`config.mk`:
```
export PLATFORM = sky130hd
export DESIGN_NAME = fesr_host
export DESIGN_NICKNAME = d
export VERILOG_FILES = /design/src/design/fesr_pkg.sv /design/src/design/fesr_timer_if.sv /design/src/design/fesr_host.sv /design/src/design/fesr_timer.sv
export SDC_FILE = /design/constraint.sdc
export NUM_CORES = 1
export LEC_CHECK = 0
export ABC_AREA = 1
export ABC_CLOCK_PERIOD_IN_PS = 5650
export BUFFER_PORTS_ARGS = -buffer_cell sky130_fd_sc_hd__buf_2
export CELL_PAD_IN_SITES_DETAIL_PLACEMENT = 0
export CELL_PAD_IN_SITES_GLOBAL_PLACEMENT = 1
export CORE_UTILIZATION = 44
export CTS_CLUSTER_SIZE = 10
export DETAILED_ROUTE_END_ITERATION = 12
export GPL_ROUTABILITY_DRIVEN = 0
export GPL_TIMING_DRIVEN = 0
export PLACE_DENSITY_LB_ADDON = 0.3
export SLEW_MARGIN = 25
export SYNTH_ARGS = -nofsm -noshare
export SYNTH_HDL_FRONTEND = slang
export SYNTH_SLANG_ARGS = --single-unit
```
`constraint.sdc`:
```
create_clock -name sys_clk -period 5.65 [get_ports sys_clk]
set_clock_uncertainty 0.05 [all_clocks]
set_input_delay 0.2825 -clock sys_clk [delete_from_list [all_inputs] [get_ports sys_clk]]
set_output_delay 0.2825 -clock sys_clk [all_outputs]
set_load 0.01 [all_outputs]
```
`src/design/fesr_pkg.sv`:
```
// Package with constants for the flash erase and status controller.
`default_nettype none
package fesr_pkg;
  localparam int unsigned CLK_PERIOD_NS = 10;
  localparam int unsigned RESET_PULSE_MIN_NS = 500;
  localparam int unsigned RESET_HIGH_BEFORE_READ_NS = 50;
  localparam int unsigned RESET_RECOVERY_BUSY_US = 20;
  localparam int unsigned RESET_RECOVERY_IDLE_NS = 500;
  localparam int unsigned UNPROTECT_RESET_SETUP_US = 4;
  localparam int unsigned PROT_WRITE_PULSE_NS = 100;
  localparam int unsigned PROT_OE_SETUP_US = 4;
  localparam int unsigned STROBE_NS = 50;
  localparam int unsigned RESET_PULSE_CYC = (RESET_PULSE_MIN_NS + CLK_PERIOD_NS - 1) / CLK_PERIOD_NS;
  localparam int unsigned RESET_HIGH_CYC =
    (RESET_HIGH_BEFORE_READ_NS + CLK_PERIOD_NS - 1) / CLK_PERIOD_NS;
  localparam int unsigned RECOVERY_BUSY_CYC = RESET_RECOVERY_BUSY_US * 1000 / CLK_PERIOD_NS;
  localparam int unsigned RECOVERY_IDLE_CYC = RESET_RECOVERY_IDLE_NS / CLK_PERIOD_NS;
  localparam int unsigned UNPROT_SETUP_CYC = UNPROTECT_RESET_SETUP_US * 1000 / CLK_PERIOD_NS;
  localparam int unsigned PROT_PULSE_CYC = (PROT_WRITE_PULSE_NS + CLK_PERIOD_NS - 1) / CLK_PERIOD_NS;
  localparam int unsigned PROT_OE_CYC = PROT_OE_SETUP_US * 1000 / CLK_PERIOD_NS;
  localparam int unsigned STROBE_CYC = (STROBE_NS + CLK_PERIOD_NS - 1) / CLK_PERIOD_NS;
  localparam int unsigned POLL_TIMEOUT_DEF = 2000000;
  localparam int unsigned CNT_W = 24;
  localparam int unsigned ADDR_W = 20;
  localparam int unsigned DATA_W = 8;
  localparam int unsigned SECTOR_LO = 13;
  localparam int unsigned SECTOR_HI = 19;
  localparam int unsigned DATA_POLL_BIT = 7;
  localparam int unsigned TOGGLE_STATUS_BIT = 6;
  localparam logic [7:0] SECTOR_ERASE_DATA = 8'h30;
  localparam logic [7:0] CHIP_ERASE_DATA = 8'h10;
  localparam logic [2:0] OP_PROGRAM = 3'h0;
  localparam logic [2:0] OP_CHIP_ERASE = 3'h1;
  localparam logic [2:0] OP_SECTOR_ERASE = 3'h2;
  localparam logic [2:0] OP_RESET = 3'h3;
  localparam logic [2:0] OP_READ = 3'h4;
  localparam logic [2:0] OP_PROTECT_PULSE = 3'h5;
  localparam logic [2:0] OP_UNPROTECT_ENTRY = 3'h6;
  localparam logic [1:0] POLL_DATA = 2'h0;
  localparam logic [1:0] POLL_TOGGLE = 2'h1;
endpackage
`default_nettype wire

```
`src/design/fesr_timer_if.sv`:
```
// Interface between the controller and its delay timer.
`default_nettype none
interface fesr_timer_if;
  import fesr_pkg::*;
  logic             load;
  logic [CNT_W-1:0] count;
  logic             done;
  modport master (output load, output count, input done);
  modport slave  (input load, input count, output done);
endinterface
`default_nettype wire

```
`src/design/fesr_host.sv`:
```
// Host controller that drives a parallel flash through program, erase, poll and reset.
//
// Contract
// - Completion is detected either from the toggling status bit or from data polling.
// - The host holds reset low for at least 500 ns.
// - The host keeps reset high for at least 50 ns before the next read.
// - For temporary unprotect the host holds the high reset level 4 us before writes.
// - Protect write pulses are at least 100 ns wide.
// - Output enable is asserted at least 4 us before the protect write strobe.
`default_nettype none
module fesr_host #(
  parameter int unsigned POLL_TIMEOUT = fesr_pkg::POLL_TIMEOUT_DEF,
  parameter int unsigned RECOVERY_BUSY = fesr_pkg::RECOVERY_BUSY_CYC,
  parameter int unsigned UNPROT_SETUP = fesr_pkg::UNPROT_SETUP_CYC,
  parameter int unsigned PROT_OE = fesr_pkg::PROT_OE_CYC
) (
  input  wire logic                      sys_clk,
  input  wire logic                      rst,
  input  wire logic                      reqValid,
  input  wire logic [2:0]                reqOp,
  input  wire logic [1:0]                reqPollMode,
  input  wire logic [fesr_pkg::ADDR_W-1:0] reqAddr,
  input  wire logic [fesr_pkg::DATA_W-1:0] reqData,
  output logic                           reqReady,
  output logic                           doneValid,
  output logic                           doneFail,
  output logic [fesr_pkg::DATA_W-1:0]    doneData,
  output logic [fesr_pkg::ADDR_W-1:0]    flashAddr,
  output logic [fesr_pkg::DATA_W-1:0]    flashDqOut,
  output logic                           flashDqOe,
  input  wire logic [fesr_pkg::DATA_W-1:0] flashDqIn,
  output logic                           flashCeN,
  output logic                           flashOeN,
  output logic                           flashWeN,
  output logic                           flashResetN,
  output logic                           highVoltageIdLevel
);
  import fesr_pkg::*;

  // ****************************************************************
  // State and timer.
  // ****************************************************************
  typedef enum logic [3:0] {
    ST_IDLE    = 4'b0000,
    ST_SEQ     = 4'b0001,
    ST_WLOW    = 4'b0010,
    ST_WHIGH   = 4'b0011,
    ST_RLOW    = 4'b0100,
    ST_RSAMP   = 4'b0101,
    ST_RSTLOW  = 4'b0110,
    ST_RSTHIGH = 4'b0111,
    ST_PROT_OE = 4'b1000,
    ST_PROT_WE = 4'b1001,
    ST_DONE    = 4'b1010
  } fesr_state_t;

  fesr_state_t      state_ff;
  fesr_timer_if     tmrBus ();
  logic             tmrLoad_ff;
  logic [CNT_W-1:0] tmrCount_ff;
  logic [7:0]       dqSync1_ff;
  logic [7:0]       dqSync2_ff;
  logic [2:0]       op_ff;
  logic [1:0]       pollMode_ff;
  logic [2:0]       seqIdx_ff;
  logic             polling_ff;
  logic             havePrev_ff;
  logic [7:0]       prevRead_ff;
  logic [CNT_W-1:0] pollCnt_ff;
  logic             algoRunning_ff;
  logic [ADDR_W-1:0] opAddr_ff;
  logic [7:0]       opData_ff;
  logic [ADDR_W-1:0] seqAddr;
  logic [7:0]       seqData;
  logic [2:0]       seqLen;
  logic             pollDone;

  assign tmrBus.load  = tmrLoad_ff;
  assign tmrBus.count = tmrCount_ff;

  fesr_timer u_timer (
    .sys_clk (sys_clk),
    .rst     (rst),
    .tmr     (tmrBus)
  );

  // ****************************************************************
  // Data pin synchroniser.
  // ****************************************************************
  always_ff @(posedge sys_clk or posedge rst) begin
    if (rst) begin
      dqSync1_ff <= 8'h00;
      dqSync2_ff <= 8'h00;
    end else begin
      dqSync1_ff <= flashDqIn;
      dqSync2_ff <= dqSync1_ff;
    end
  end

  // ****************************************************************
  // Command sequence table.
  // ****************************************************************
  always_comb begin
    seqAddr = 20'h00555;
    seqData = 8'haa;
    seqLen  = 3'h4;
    if (op_ff != OP_PROGRAM) begin
      seqLen = 3'h6;
    end
    case (seqIdx_ff)
      3'h0: begin
        seqAddr = 20'h00555;
        seqData = 8'haa;
      end
      3'h1: begin
        seqAddr = 20'h002aa;
        seqData = 8'h55;
      end
      3'h2: begin
        seqAddr = 20'h00555;
        seqData = (op_ff == OP_PROGRAM) ? 8'ha0 : 8'h80;
      end
      3'h3: begin
        seqAddr = (op_ff == OP_PROGRAM) ? opAddr_ff : 20'h00555;
        seqData = (op_ff == OP_PROGRAM) ? opData_ff : 8'haa;
      end
      3'h4: begin
        seqAddr = 20'h002aa;
        seqData = 8'h55;
      end
      default: begin
        seqAddr = (op_ff == OP_SECTOR_ERASE) ?
          {opAddr_ff[SECTOR_HI:SECTOR_LO], 13'h0000} : 20'h00555;
        seqData = (op_ff == OP_SECTOR_ERASE) ? SECTOR_ERASE_DATA : CHIP_ERASE_DATA;
      end
    endcase
  end

  // Erase expects 1 and program expects the written bit; toggling stops when done.
  always_comb begin
    if (pollMode_ff == POLL_TOGGLE) begin
      pollDone = havePrev_ff &&
        (prevRead_ff[TOGGLE_STATUS_BIT] == dqSync2_ff[TOGGLE_STATUS_BIT]);
    end else if (op_ff == OP_PROGRAM) begin
      pollDone = dqSync2_ff[DATA_POLL_BIT] == opData_ff[DATA_POLL_BIT];
    end else begin
      pollDone = dqSync2_ff[DATA_POLL_BIT];
    end
  end

  // ****************************************************************
  // Main sequencer.
  // ****************************************************************
  always_ff @(posedge sys_clk or posedge rst) begin
    if (rst) begin
      state_ff <= ST_IDLE;
      op_ff <= OP_READ;
      pollMode_ff <= POLL_DATA;
      seqIdx_ff <= 3'h0;
      polling_ff <= 1'b0;
      havePrev_ff <= 1'b0;
      prevRead_ff <= 8'h00;
      pollCnt_ff <= '0;
      algoRunning_ff <= 1'b0;
      opAddr_ff <= '0;
      opData_ff <= 8'h00;
      tmrLoad_ff <= 1'b0;
      tmrCount_ff <= '0;
      reqReady <= 1'b0;
      doneValid <= 1'b0;
      doneFail <= 1'b0;
      doneData <= 8'h00;
      flashAddr <= '0;
      flashDqOut <= 8'h00;
      flashDqOe <= 1'b0;
      flashCeN <= 1'b1;
      flashOeN <= 1'b1;
      flashWeN <= 1'b1;
      flashResetN <= 1'b1;
      highVoltageIdLevel <= 1'b0;
    end else begin
      tmrLoad_ff <= 1'b0;
      doneValid <= 1'b0;
      case (state_ff)
        ST_IDLE: begin
          reqReady <= 1'b1;
          if (reqValid && reqReady) begin
            reqReady <= 1'b0;
            op_ff <= reqOp;
            pollMode_ff <= reqPollMode;
            opAddr_ff <= reqAddr;
            opData_ff <= reqData;
            seqIdx_ff <= 3'h0;
            havePrev_ff <= 1'b0;
            pollCnt_ff <= '0;
            doneFail <= 1'b0;
            tmrLoad_ff <= 1'b1;
            case (reqOp)
              OP_RESET: begin
                flashResetN <= 1'b0;
                tmrCount_ff <= CNT_W'(RESET_PULSE_CYC);
                state_ff <= ST_RSTLOW;
              end
              OP_READ: begin
                flashAddr <= reqAddr;
                flashCeN <= 1'b0;
                flashOeN <= 1'b0;
                tmrCount_ff <= CNT_W'(STROBE_CYC);
                state_ff <= ST_RLOW;
              end
              OP_PROTECT_PULSE: begin
                flashAddr <= reqAddr;
                flashCeN <= 1'b0;
                flashOeN <= 1'b0;
                tmrCount_ff <= CNT_W'(PROT_OE);
                state_ff <= ST_PROT_OE;
              end
              OP_UNPROTECT_ENTRY: begin
                highVoltageIdLevel <= 1'b1;
                tmrCount_ff <= CNT_W'(UNPROT_SETUP);
                state_ff <= ST_DONE;
              end
              default: begin
                state_ff <= ST_SEQ;
              end
            endcase
          end
        end
        ST_SEQ: begin
          flashAddr <= seqAddr;
          flashDqOut <= seqData;
          flashDqOe <= 1'b1;
          flashCeN <= 1'b0;
          flashWeN <= 1'b0;
          tmrLoad_ff <= 1'b1;
          tmrCount_ff <= CNT_W'(STROBE_CYC);
          state_ff <= ST_WLOW;
        end
        ST_WLOW: begin
          if (tmrBus.done && !tmrLoad_ff) begin
            flashWeN <= 1'b1;
            tmrLoad_ff <= 1'b1;
            tmrCount_ff <= CNT_W'(STROBE_CYC);
            state_ff <= ST_WHIGH;
          end
        end
        ST_WHIGH: begin
          if (tmrBus.done && !tmrLoad_ff) begin
            flashCeN <= 1'b1;
            flashDqOe <= 1'b0;
            if (seqIdx_ff == seqLen - 3'h1) begin
              algoRunning_ff <= 1'b1;
              polling_ff <= 1'b1;
              flashAddr <= opAddr_ff;
              flashCeN <= 1'b0;
              flashOeN <= 1'b0;
              tmrLoad_ff <= 1'b1;
              tmrCount_ff <= CNT_W'(STROBE_CYC);
              state_ff <= ST_RLOW;
            end else begin
              seqIdx_ff <= seqIdx_ff + 3'h1;
              state_ff <= ST_SEQ;
            end
          end
        end
        ST_RLOW: begin
          flashCeN <= 1'b0;
          flashOeN <= 1'b0;
          if (tmrBus.done && !tmrLoad_ff) begin
            state_ff <= ST_RSAMP;
          end
        end
        ST_RSAMP: begin
          flashCeN <= 1'b1;
          flashOeN <= 1'b1;
          doneData <= dqSync2_ff;
          prevRead_ff <= dqSync2_ff;
          havePrev_ff <= 1'b1;
          if (!polling_ff) begin
            doneValid <= 1'b1;
            state_ff <= ST_IDLE;
          end else if (pollDone) begin
            polling_ff <= 1'b0;
            algoRunning_ff <= 1'b0;
            doneValid <= 1'b1;
            state_ff <= ST_IDLE;
          end else if (pollCnt_ff == CNT_W'(POLL_TIMEOUT)) begin
            polling_ff <= 1'b0;
            doneFail <= 1'b1;
            doneValid <= 1'b1;
            state_ff <= ST_IDLE;
          end else begin
            pollCnt_ff <= pollCnt_ff + CNT_W'(1);
            tmrLoad_ff <= 1'b1;
            tmrCount_ff <= CNT_W'(STROBE_CYC);
            state_ff <= ST_RLOW;
          end
        end
        ST_RSTLOW: begin
          if (tmrBus.done && !tmrLoad_ff) begin
            flashResetN <= 1'b1;
            tmrLoad_ff <= 1'b1;
            if (algoRunning_ff) begin
              tmrCount_ff <= CNT_W'(RECOVERY_BUSY);
            end else begin
              tmrCount_ff <= CNT_W'(RECOVERY_IDLE_CYC + RESET_HIGH_CYC);
            end
            algoRunning_ff <= 1'b0;
            state_ff <= ST_RSTHIGH;
          end
        end
        ST_PROT_OE: begin
          if (tmrBus.done && !tmrLoad_ff) begin
            flashWeN <= 1'b0;
            tmrLoad_ff <= 1'b1;
            tmrCount_ff <= CNT_W'(PROT_PULSE_CYC);
            state_ff <= ST_PROT_WE;
          end
        end
        ST_PROT_WE: begin
          if (tmrBus.done && !tmrLoad_ff) begin
            flashWeN <= 1'b1;
            flashOeN <= 1'b1;
            flashCeN <= 1'b1;
            doneValid <= 1'b1;
            state_ff <= ST_IDLE;
          end
        end
        ST_RSTHIGH, ST_DONE: begin
          if (tmrBus.done && !tmrLoad_ff) begin
            doneValid <= 1'b1;
            state_ff <= ST_IDLE;
          end
        end
        default: begin
          state_ff <= ST_IDLE;
        end
      endcase
    end
  end

  // ****************************************************************
  // Assertions.
  // ****************************************************************
  reset_pulse_width_a: assert property (@(posedge sys_clk) disable iff (rst)
    $fell(flashResetN) |-> !flashResetN [*8])
    else $error("Reset pulse shorter than minimum.");

  protect_we_width_a: assert property (@(posedge sys_clk) disable iff (rst)
    ($fell(flashWeN) && state_ff == ST_PROT_WE) |=> !flashWeN [*8])
    else $error("Protect write pulse too short.");

  protect_oe_setup_a: assert property (@(posedge sys_clk) disable iff (rst)
    ($fell(flashWeN) && state_ff == ST_PROT_WE) |-> !$past(flashOeN, 8))
    else $error("Output enable not set up before protect strobe.");

  reset_read_gap_a: assert property (@(posedge sys_clk) disable iff (rst)
    $rose(flashResetN) |-> flashOeN [*5])
    else $error("Read started too soon after reset.");

  unprotect_setup_a: assert property (@(posedge sys_clk) disable iff (rst)
    $rose(highVoltageIdLevel) |-> flashWeN [*8])
    else $error("Write strobe inside unprotect setup.");

  poll_complete_a: assert property (@(posedge sys_clk) disable iff (rst)
    (state_ff == ST_RSAMP && polling_ff && op_ff != OP_PROGRAM &&
     pollMode_ff == POLL_DATA && dqSync2_ff[DATA_POLL_BIT]) |=> doneValid && !doneFail)
    else $error("Erase completion not reported.");

  sector_address_a: assert property (@(posedge sys_clk) disable iff (rst)
    (!flashWeN && op_ff == OP_SECTOR_ERASE && seqIdx_ff == 3'h5) |->
      flashAddr[SECTOR_HI:SECTOR_LO] == opAddr_ff[SECTOR_HI:SECTOR_LO])
    else $error("Sector address not on upper lines.");
endmodule
`default_nettype wire

```
`src/design/fesr_timer.sv`:
```
// Down counter that flags when a loaded delay has expired.
`default_nettype none
module fesr_timer (
  input  wire logic   sys_clk,
  input  wire logic   rst,
  fesr_timer_if.slave tmr
);
  import fesr_pkg::*;
  logic [CNT_W-1:0] remain_ff;
  logic             done_ff;
  always_ff @(posedge sys_clk or posedge rst) begin
    if (rst) begin
      remain_ff <= '0;
      done_ff   <= 1'b0;
    end else if (tmr.load) begin
      remain_ff <= tmr.count;
      done_ff   <= 1'b0;
    end else if (remain_ff > CNT_W'(1)) begin
      remain_ff <= remain_ff - CNT_W'(1);
    end else begin
      remain_ff <= '0;
      done_ff   <= 1'b1;
    end
  end
  assign tmr.done = done_ff;
endmodule
`default_nettype wire

```
==> results.md, run 1 <==
- Status: complete, no violations
- Total CTS buffers: 17
- Row count: 50
- Largest net degree at the start of global routing: about 100
- CP Cell Sequence: inv_1 > ha_1 > o21ai_0 > nand3_2 > inv_1 > a21oi_2 > nand2_1 > nand2_1 > nand2_1 > nand2_1
- Setup Fix Bufs, Post-CTS: 0
- Quantity of I/O buffers inserted on ports: just under 90
- Max stage delay cell, worst path: o21ai_0
- Reg-to-reg slack, setup: 3.23 ns
- Via Count: 7,330
- Worst setup SP type: flip-flop
- Syn Inst Count: about 1,100
- Total routed wirelength: 20,900 microns
- DRT Pass-1 Iters: 5
- HPWL Detailed: approximately 15,000 microns
- Final setup violation count: 0
- Deepest clock path buffer count: 2
- CTS Hold Bufs: 9
- Pins over their slew limit: 0
- Sink Count: 161
- Initial antenna violation count: 1
- Max-Cap Viols: 0
- Commonest non-fill, non-tap cell in the layout: nand2_1
- Core Area: between 15,000 and 20,000 sq um
- CTS tree: yes
- Largest fanout on the critical path: 9
- Worst endpoint required time: about 5.9 ns
- Initial Utilization: 45.0%
- Initial DRC Count: around 420
- Flops & latches, synth: between 150 and 200
- Unrepaired setup endpoints after global routing: false
- Vias per cell: just under 5
- Synth Area per Inst: ~7.5 sq um
- CP Capture Type: flip-flop
- WHS: 0.0122 ns
- Fin util: 52.8%
- Crit Path Category: flip-flop to flip-flop
- Worst min-delay path class: input port to flip-flop
- Register area: ~4000 sq um
- Vias in the first global route: 7,148
- Die area: approximately 20,000 sq um
- Rel. slew slack: a little under three fifths
- Clk slew on worst S/H paths: roughly 0.080 ns
- Most Frequent Cell on Critical Path: nand2_1
- DRC: 0
- Dpl cell area: just over 9000 sq um
- Routed Antenna Nets: 0
- Nets@finish: approximately 1,300
- Die Wd: ~140 microns
- Clk_lat worst skew: roughly 0.43 ns
- Ports: around 90
- Synthesized cell area: 8440 sq um
- GRT Total Usage: 22.8%
- Worst-Margin Slew: ~0.67 ns
- Total power draw: ~0.0053 W
- WP data arrival: about 2.7 ns
- H-Tree Depth: 4
- Per-cell routed wire length: 14.0 microns
- LEAKAGE: around 5.0 nW
- Fillers: approximately 1,900
- Tmin final: 2.42 ns
- Sequential fraction of the synthesis area: around 48%
- Final setup margin: between 3 and 4 ns
- Worst path max stage delay: around 0.44 ns
- Clock Tree Root: clkbuf_16
- CTS resizes: 0
- Area occupied by multi-input gates: 3830 sq um
- Maximum vdd drop: 0.000265 V
- Ys flop type: dfrtp_1
- Place WS: between 3 and 4 ns
- Final hold violations: 0
- Post-synth EDFFs: 0
- Grt ovf: 0
- Final worst path period share: between 40% and 50%
- Share of post-route cells with drive strength above 1: around 14%
- Achievable Freq: 0.413 GHz
- YS warnings: 0
- Total power divided by cell area: 533 nW/um^2
- Post-route cell area: 9900 sq um
- Commonest non-fill, non-tap cells in the layout: nand2_1 (405), dfrtp_1 (156), nor2_1 (127)
- Syn_nets: between 1,000 and 1,500
- Layout Area Growth over Synthesis: 17.3%
- Post-synth cell types: between 40 and 50
- DIE HEIGHT: about 140 microns
- First-pass GRT wire length: 35,400 microns
- Asr flop ratio synth: between 90% and 100%
[power breakdown]
part / total (W) / internal (W) / switching [W]
logic: 0.00234 / 0.000800 / 0.00154
clock network: 0.00114 / 0.000594 / 0.000548
registers: 0.00180 / 0.00155 / 0.000247
total: 0.00528 / 0.00295 / 0.00233
[critical path: cells and delay by family (launching register included)]
family / cells / cell delay [ns]
AOI/OAI and AO/OA: 2 / 0.62
adders and majority gates: 1 / 0.22
buffers and inverters: 2 / 0.40
DFF: 1 / 0.43
and+or+nand+nor: 5 / 0.61
[synth_stat cells, drive strengths merged, types with 2 or more instances]
| cell type | n | area share [%] |
|---|---|---|
| dfstp | 5 | 1.6 |
| a21o | 4 | 0.36 |
| ha | 9 | 1.3 |
| buf | 12 | 0.96 |
| nand4 | 7 | 0.59 |
| clkbuf | 16 | 0.71 |
| nand2 | 413 | 19 |
| a21oi | 31 | 1.9 |
| nor2 | 134 | 6.5 |
| o21a | 2 | 0.18 |
| xnor2 | 4 | 0.41 |
| o21ai | 77 | 4.6 |
| nand3 | 86 | 5.3 |
| dfrtp | 156 | 46 |
| nor3 | 6 | 0.36 |
| mux2 | 14 | 1.9 |
| xor2 | 19 | 2.0 |
| nor3b | 2 | 0.18 |
| inv | 115 | 5.1 |
| o22ai | 4 | 0.30 |
[stage by stage]
stage	setup TNS (ns)	std cells
after floorplan	0	1125
after global placement	-156.89	1447
after detailed placement	0	1448
after CTS	0	1489
after global routing	0	1489
final	0	1490
[final cells by class]
| class | instances | share of cell area, % |
|---|---|---|
| well taps | 234 | 2.96 |
| clock buffers | 17 | 4.30 |
| inverters | 116 | 4.50 |
| clock inverters | 15 | 1.76 |
| repair buffers | 98 | 5.63 |
| plain buffers | 28 | 1.43 |
| diodes | 1 | 0.0253 |
| flip-flops and latches | 161 | 40.7 |
| multi-input cells | 820 | 38.7 |
[kinds of logic (layout without fill, tap and decap cells)]
group           after synthesis  in the layout  share of synthesized area [%]
simple gates                650            650                           31.9
flops                       161            161                           47.8
buf+inv                     144            274                           6.86
compound gates              124            124                           7.87
xor+xnor                     23             23                           2.39
mux                          14             14                           1.87
fa+ha+maj                     9              9                           1.33
other cells                   0              1                              0
[path summary, 6_finish.rpt]
path                                     startpoint                   endpoint  depth (start not counted)
setup / recovery           seqIdx_ff[0]$_DFFE_PP0P_   flashAddr[6]$_DFFE_PP0P_                         10
hold / removal                           reqData[5]   opData_ff[5]$_DFFE_PP0P_                          2
setup reg to reg           seqIdx_ff[0]$_DFFE_PP0P_   flashAddr[6]$_DFFE_PP0P_                         10
hold reg to reg             dqSync1_ff[5]$_DFF_PP0_    dqSync2_ff[5]$_DFF_PP0_                          0
max in group asynchronous                       rst       flashCeN$_DFFE_PP1P_                          4
min in group asynchronous                       rst  pollCnt_ff[0]$_DFFE_PP0P_                          3
[state kept, by name (all words and copies together), names as in the netlist, 8 cells and up]
| signal | flops |
|---|---|
| flashDqOut | 8 |
| opData_ff | 8 |
| pollCnt_ff | 24 |
| prevRead_ff | 8 |
| opAddr_ff | 20 |
| u_timer.remain_ff | 24 |
| dqSync1_ff | 8 |
| dqSync2_ff | 8 |
| flashAddr | 20 |
[metal layers]
metal / global-route usage, % / share of wire, %
met2: 37.3 / 47
met1: 30.0 / 47
met4: 6.98 / 1.4
met3: 5.26 / 4.3
met5: 0 / 0.053
(Power assumes the default switching activity.)
==> run 2, diff against run 1 <==
--- a/config.mk
+++ b/config.mk
@@ -5,12 +5,12 @@
 export SDC_FILE = /design/constraint.sdc
 export NUM_CORES = 1
 export LEC_CHECK = 0
-export ABC_AREA = 1
-export ABC_CLOCK_PERIOD_IN_PS = 5650
+export ABC_AREA = 0
+export ABC_CLOCK_PERIOD_IN_PS = 2390
 export BUFFER_PORTS_ARGS = -buffer_cell sky130_fd_sc_hd__buf_2
 export CELL_PAD_IN_SITES_DETAIL_PLACEMENT = 0
 export CELL_PAD_IN_SITES_GLOBAL_PLACEMENT = 1
-export CORE_UTILIZATION = 44
+export CORE_UTILIZATION = 45
 export CTS_CLUSTER_SIZE = 10
 export DETAILED_ROUTE_END_ITERATION = 12
 export GPL_ROUTABILITY_DRIVEN = 0
==> constraint.sdc (replaced) <==
create_clock -name sys_clk -period 2.39 [get_ports sys_clk]
set_clock_uncertainty 0.05 [all_clocks]
set_input_delay 0.1195 -clock sys_clk [delete_from_list [all_inputs] [get_ports sys_clk]]
set_output_delay 0.1195 -clock sys_clk [all_outputs]
set_load 0.01 [all_outputs]
==> run 2 against run 1 <==
  * Critical path depth is 1 lower
  * Utilization is 6.7 points higher
  * Non-clock buffer count is 64 higher
  * Synthesized cell count is 27% lower
  * Hold slack better by 0.066 ns
  * Routed wire length is 3.7% lower
  * Count of clock-buffer cells in the layout is 1 higher
  * Via count is 8.7% lower
  * Die area is 10% lower
  * Synthesized area is 8.6% lower
  * Critical path type unchanged
  * Largest cell class unchanged
==> results.md, run 2 <==
- Final setup violation count: 0
- Worst endpoint required time: about 2.6 ns
- Hold EP: op_ff[1]$_DFFE_PP0P_
- Clock Tree Root: clkbuf_16
- Maximum vdd drop: 0.000698 V
- Clk_lat worst skew: between 0.4 and 0.5 ns
- DIE HEIGHT: roughly 130 microns
- Total power divided by cell area: ~1200 nW/um^2
- H-Tree Depth: 4
- Rel. slew slack: between 50% and 60%
- WP data arrival: around 2.6 ns
- Total routed wirelength: 20,100 microns
- Clk slew on worst S/H paths: 0.07 ns
- R2r worst-path depth: 9
- Grt ovf: 0
- Place WS: -0.640 ns
- Final setup margin: around 0.026 ns
- Row count: between 40 and 50
- Ports: 89
- Nets@finish: 1,048
- Total CTS buffers: 17
- Tmin final: roughly 2.4 ns
- DRC: 0
- Syn_nets: approximately 880
- DRT Pass-1 Iters: 5
- Share of post-route cells with drive strength above 1: ~22%
- First-pass GRT wire length: 32,500 microns
- Synthesized cell area: about 7700 sq um
- Worst hold start: reqOp[1]
- Worst-Margin Slew: ~0.67 ns
- Post-synth cell types: 65
- Worst path max stage delay: 0.45 ns
- Worst Setup SP: pollCnt_ff[0]$_DFFE_PP0P_
- # placed instances: between 1,000 and 1,500
- Max-Cap Viols: 0
- Pins over their slew limit: 0
- Per-cell routed wire length: 16.4 microns
- Synth top cells by count: nand2_1 (178), dfrtp_1 (156), o21ai_0 (72), nor2_1 (60), a21oi_1 (48)
- Worst reg2reg startpoint: pollCnt_ff[0]$_DFFE_PP0P_
- Cell taking the most area after synthesis: dfrtp_1
- Syn Inst Count: 826
- Die area: about 18,000 sq um
- Yosys top cell area share: approximately half
- Non-filler instance count after layout: 1,228
- Hold Path Stages: 3
- Vias in the first global route: about 6,400
- CP Cell Sequence: inv_2 > ha_4 > or3b_4 > o41a_1 > buf_4 > buf_4 > a21oi_4 > or4_1 > a21oi_1
- Layout Area Growth over Synthesis: 28.2%
- Max stage delay cell, worst path: o41a_1
- Fin util: between 50% and 60%
- Fillers: 1,483
- Ys flop type: dfrtp_1
- Quantity of I/O buffers inserted on ports: between 80 and 90
- LEAKAGE: 4.48 nW
- CP bufs+invs: 3
- Area occupied by multi-input gates: roughly 3600 sq um
- Achievable Freq: roughly 0.42 GHz
- WHS: between 0.07 and 0.08 ns
- Sink Count: approximately 160
- Worst min-delay path class: input port to flip-flop
- GRT Total Usage: 23.2%
- HPWL Detailed: ~14,000 microns
- CTS tree: yes
- Top flop regs: pollCnt_ff x24, u_timer.remain_ff x24
- Commonest non-fill, non-tap cells in the layout: nand2_1 (176), dfrtp_1 (153), buf_2 (90)
- Sequential fraction of the synthesis area: about 52%
- CP Capture Type: flip-flop
- Synth Area per Inst: 9.34 sq um
- Largest delay contributor family on the critical path: compound AO/OA/AOI/OAI gates
- Deepest clock path buffer count: 2
- Largest fanout on the critical path: 5
- Largest net degree at the start of global routing: 31
- Flops & latches, synth: around 160
- Vias per cell: approximately 5.5
- Commonest non-fill, non-tap cell in the layout: nand2_1
- Synth top area cells: dfrtp_1 (51%), nand2_1 (8.7%), o21ai_0 (4.7%)
- Register area: about 4000 sq um
- Final hold violations: 0
- Via Count: around 6,700
- Core Area: 16,600 sq um
- Critical Path Stages: 9
- Die Wd: between 100 and 150 microns
- Most frequent cell after synthesis: nand2_1
- Final worst path period share: between 90% and 100%
- Routed Antenna Nets: 0
- Total power draw: approximately 0.012 W
- Post-synth EDFFs: 0
- Most Frequent Cell on Critical Path: buf_4
- YS warnings: 0
- Worst setup SP type: flip-flop
- Crit Path Category: flip-flop to flip-flop
- Reg-to-reg slack, setup: around 0.026 ns
- Initial DRC Count: roughly 450
- Initial antenna violation count: 0
- Status: complete, no violations
- Asr flop ratio synth: 100%
- R2r endpoint: pollCnt_ff[10]$_DFFE_PP0P_
- Initial Utilization: between 40 and 50%
- Number of diodes: 0
-- run 2: cell types whose count changed after synthesis, moves of 12 or more --
cell      previous run  this run
xnor2_1              4        17
inv_1              107        19
nor4_1               0        12
clkbuf_1            16        31
a21oi_1             29        48
nand3_1             84        18
nand2_1            405       178
nor2_1             127        60
a221oi_1             0        12
-- run 2: final cells by class --
cell class                 count  share of cell area, %
sequential                   161                   40.8
timing repair buffer         152                   11.3
buffer                        38                   1.92
clock inverter                14                   1.32
multi-input combinational    606                   36.7
inverter                      19                  0.759
clock buffer                  18                   4.44
tap                          220                   2.78
-- run 2: routing by layer --
| layer | track usage [%] | up-vias | share of wire, % |
|---|---|---|---|
| li1 | - | 3245 | - |
| met1 | 31.6 | 3252 | 45 |
| met2 | 38.1 | 163 | 49 |
| met3 | 3.60 | 33 | 3.9 |
| met4 | 7.09 | 0 | 1.8 |
| met5 | 0 | - | 0 |
-- run 2: cells by family (layout without fill, tap and decap cells) --
kind of cell               after synthesis  count (layout)  share of synthesized area (%)
and+or+nand+nor                        352             352                           21.0
AOI/OAI and AO/OA                      198             199                           16.3
DFF                                    161             161                           52.3
buffers and inverters                   60             241                           3.26
xor gates and xnor gates                27              27                           3.06
muxes                                   18              18                           2.53
adders and majority gates               10              10                           1.59
-- run 2: stage by stage --
step                TNS (ns)  instance area [sq um]
detailed placement    -27.78                   8560
global route          -0.980                   9890
finish                     0                   9890
CTS                  -0.0349                   9630
floorplan                  0                   7720
global placement     -168.61                   8430
-- run 2: timing repair --
item | CTS | global route
hold buffers | 40 | 0
endpoints found under the setup margin | 112 | 108
setup buffers | 3 | 15
resized for setup | 18 | 45
pin swaps | 4 | 13
hold endpoints to repair | 73 | 0
cloned | 1 | 2
-- run 2: power breakdown --
part           total (W)  switching, W  internal [W]  leakage [nW]
clock            0.00264       0.00117       0.00148         0.278
sequential       0.00433      0.000678       0.00365          2.04
combinational    0.00522       0.00309       0.00213          2.16
total             0.0122       0.00493       0.00726          4.48
-- run 2: worst register-to-register path, stage by stage, from the launching register on --
cell and delay (ns):
dfrtp_1 0.40, inv_2 0.09, ha_4 0.13, or3b_4 0.40
o41a_1 0.45, buf_4 0.16, buf_4 0.14, a21oi_4 0.20
or4_1 0.14, a21oi_1 0.06
-- run 2: how the worst max path moves through the flow --
stage                                            endpoint  slack [ns]
final                          pollCnt_ff[10]$_DFFE_PP0P_        0.03
after global routing           pollCnt_ff[22]$_DFFE_PP0P_       -0.08
after CTS                      pollCnt_ff[10]$_DFFE_PP0P_       -0.02
after detailed placement        flashAddr[18]$_DFFE_PP0P_       -0.64
after global placement    u_timer.remain_ff[10]$_DFF_PP0_       -0.90
after floorplan               tmrBus.count[2]$_DFFE_PP0P_        0.03
==> run 3, diff against run 2 <==
--- a/config.mk
+++ b/config.mk
@@ -16,6 +16,7 @@
 export GPL_ROUTABILITY_DRIVEN = 0
 export GPL_TIMING_DRIVEN = 0
 export PLACE_DENSITY_LB_ADDON = 0.3
+export RECOVER_POWER = 100
 export SLEW_MARGIN = 25
 export SYNTH_ARGS = -nofsm -noshare
 export SYNTH_HDL_FRONTEND = slang
==> run 3 against run 2 <==
  * Non-clock buffer count did not move
  * Global-route usage unchanged
  * Sequential share of layout area up 0.46 points
  * Setup slack got worse by 0.00074 ns
  * Design area fell by 1.1%
  * Count of clock-buffer cells in the layout is the same
  * Cell count is the same
==> results.md, run 3 (same netlist as run 2, synthesis figures left out) <==
- Commonest non-fill, non-tap cells in the layout: nand2_1 (176), dfrtp_1 (153), o21ai_0 (71)
- Clock Tree Root: clkbuf_16
- Total power divided by cell area: roughly 1200 nW/um^2
- H-Tree Depth: 4
- Routed Antenna Nets: 0
- Routed wl met3: between 800 and 900 microns
- Max-Cap Viols: 0
- Total CTS buffers: 17
- CTS tree: yes
- Final hold violations: 0
- First-pass GRT wire length: 32,500 microns
- Max Used Layer: met4
- Fillers: roughly 1,500
- Final worst path period share: a little over nine tenths
- Die Wd: between 100 and 150 microns
- WP data arrival: 2.60 ns
- Quantity of I/O buffers inserted on ports: 86
- Rel. slew slack: between 20% and 30%
- Deepest clock path buffer count: 2
- Worst setup SP type: flip-flop
- DRC: 0
- Commonest non-fill, non-tap cell in the layout: nand2_1
- Pins over their slew limit: 0
- R2r worst-path depth: 9
- Top flop regs: pollCnt_ff x24, u_timer.remain_ff x24
- Hold Path Stages: 3
- Largest net degree at the start of global routing: 31
- CP Capture Type: flip-flop
- Grt ovf: 0
- Core Area: approximately 17,000 sq um
- Initial antenna violation count: 0
- DIE HEIGHT: 133 microns
- Worst min-delay path class: input port to flip-flop
- Nets@finish: approximately 1,000
- Share of post-route cells with drive strength above 1: 17.5%
- Layout Area Growth over Synthesis: 26.8%
- Sw power: roughly 0.005 W
- Largest fanout on the critical path: 5
- Worst hold start: reqOp[1]
- Reg power frac: 35.8%
- Switching Share: about 41%
- HPWL Detailed: 13,600 microns
- Cell internal pwr: ~0.0072 W
- Final setup violation count: 0
- DRT Pass-1 Iters: 5
- Initial DRC Count: roughly 450
- Sink Count: 161
- Crit Path Category: flip-flop to flip-flop
- Status: complete, no violations
- Total routed wirelength: 20,100 microns
- Initial Utilization: 46.4%
- WHS: 0.0777 ns
- Ports: between 80 and 90
- Worst Setup SP: pollCnt_ff[0]$_DFFE_PP0P_
- Maximum vdd drop: about 0.0007 V
- Logic pwr share: a little over two fifths
- Vias per cell: roughly 5.4
- DR WL met2: between 9000 and 10,000 microns
- Row count: 47
- Via Count: between 6,000 and 7,000
- Clk_lat worst skew: between 0.4 and 0.5 ns
- Worst reg2reg startpoint: pollCnt_ff[0]$_DFFE_PP0P_
- Vias in the first global route: 6,415
- Clk slew on worst S/H paths: roughly 0.070 ns
- Achievable Freq: 0.423 GHz
- Die area: around 18,000 sq um
- Worst endpoint required time: 2.62 ns
- Per-cell routed wire length: about 16 microns
- GRT Total Usage: a little under a quarter
- LEAKAGE: approximately 4.3 nW
- Number of diodes: 0
- Worst-Margin Slew: 1.13 ns
- Tmin final: ~2.4 ns
- Clock power frac: 21.9%
- Setup_tns: 0 ns
- Total power draw: ~0.012 W
- WL met1: approximately 9000 microns
## run 3: changes by cell type in the layout (fill, tap and decap cells not counted), sizes merged
cell,change
buf,-47
dlymetal6s2s,+1
clkbuf,+46
## run 3: layout make-up
cell class                      count  area [sq um]  share of cell area [%]
Sequential cell                   161          4040                    41.3
Multi-Input combinational cell    606          3630                    37.1
Timing Repair Buffer              152          1010                    10.3
Clock buffer                       18           439                    4.49
Tap cell                          220           275                    2.81
Buffer                             38           190                    1.94
Clock inverter                     14           130                    1.33
Inverter                           19          72.6                   0.742
## run 3: power by group through the flow
| stage | Sequential (W) | Combinational (W) | Clock, W |
|---|---|---|---|
| 2_1_floorplan | 0.00433 | 0.00316 | 0 |
| 3_5_place_dp | 0.00428 | 0.00466 | 0 |
| 5_1_grt | 0.00445 | 0.00571 | 0.00280 |
| 3_3_place_gp | 0.00427 | 0.00459 | 0 |
| 4_1_cts | 0.00429 | 0.00485 | 0.00268 |
| 6_report | 0.00434 | 0.00512 | 0.00265 |
## run 3: path summary, 6_finish.rpt
kind	end	slack [ns]
setup / recovery	pollCnt_ff[10]$_DFFE_PP0P_	0.03
hold / removal	op_ff[1]$_DFFE_PP0P_	0.08
setup reg to reg	pollCnt_ff[10]$_DFFE_PP0P_	0.03
hold reg to reg	dqSync2_ff[3]$_DFF_PP0_	0.30
max in group asynchronous	flashAddr[13]$_DFFE_PP0P_	0.38
min in group asynchronous	opData_ff[2]$_DFFE_PP0P_	0.36
## run 3: metal layers
layer,global-route usage [%],vias up
li1,-,3247
met1,31.6,3253
met2,38.1,162
met3,3.60,29
met4,7.09,0
met5,0,-
## run 3: what timing repair did
| item | CTS | global route |
|---|---|---|
| gates cloned | 1 | 2 |
| buffers inserted | 3 | 15 |
| hold buffers | 40 | 0 |
| resized for setup | 18 | 45 |
| pin swaps | 4 | 13 |
| endpoints found under the hold margin | 73 | 0 |
| setup endpoints to repair | 112 | 108 |
## run 3: worst max-delay path, stage by stage (launching register included)
cell,delay [ns]
dfrtp_1,0.40
inv_2,0.09
ha_4,0.13
or3b_4,0.40
o41a_1,0.45
buf_4,0.16
buf_4,0.14
a21oi_4,0.20
or4_1,0.14
a21oi_1,0.06
## run 3: per-stage QoR
step | area [sq um] | cells | setup slack, ns | utilization, %
finish | 9780 | 1228 | 0.0255 | 58.8
global route | 9780 | 1228 | -0.0762 | 58.8
CTS | 9630 | 1212 | -0.0197 | 57.9
detailed placement | 8560 | 1138 | -0.640 | 51.4
global placement | 8430 | 1132 | -0.896 | 50.6
floorplan | 7720 | 826 | 0.0281 | -
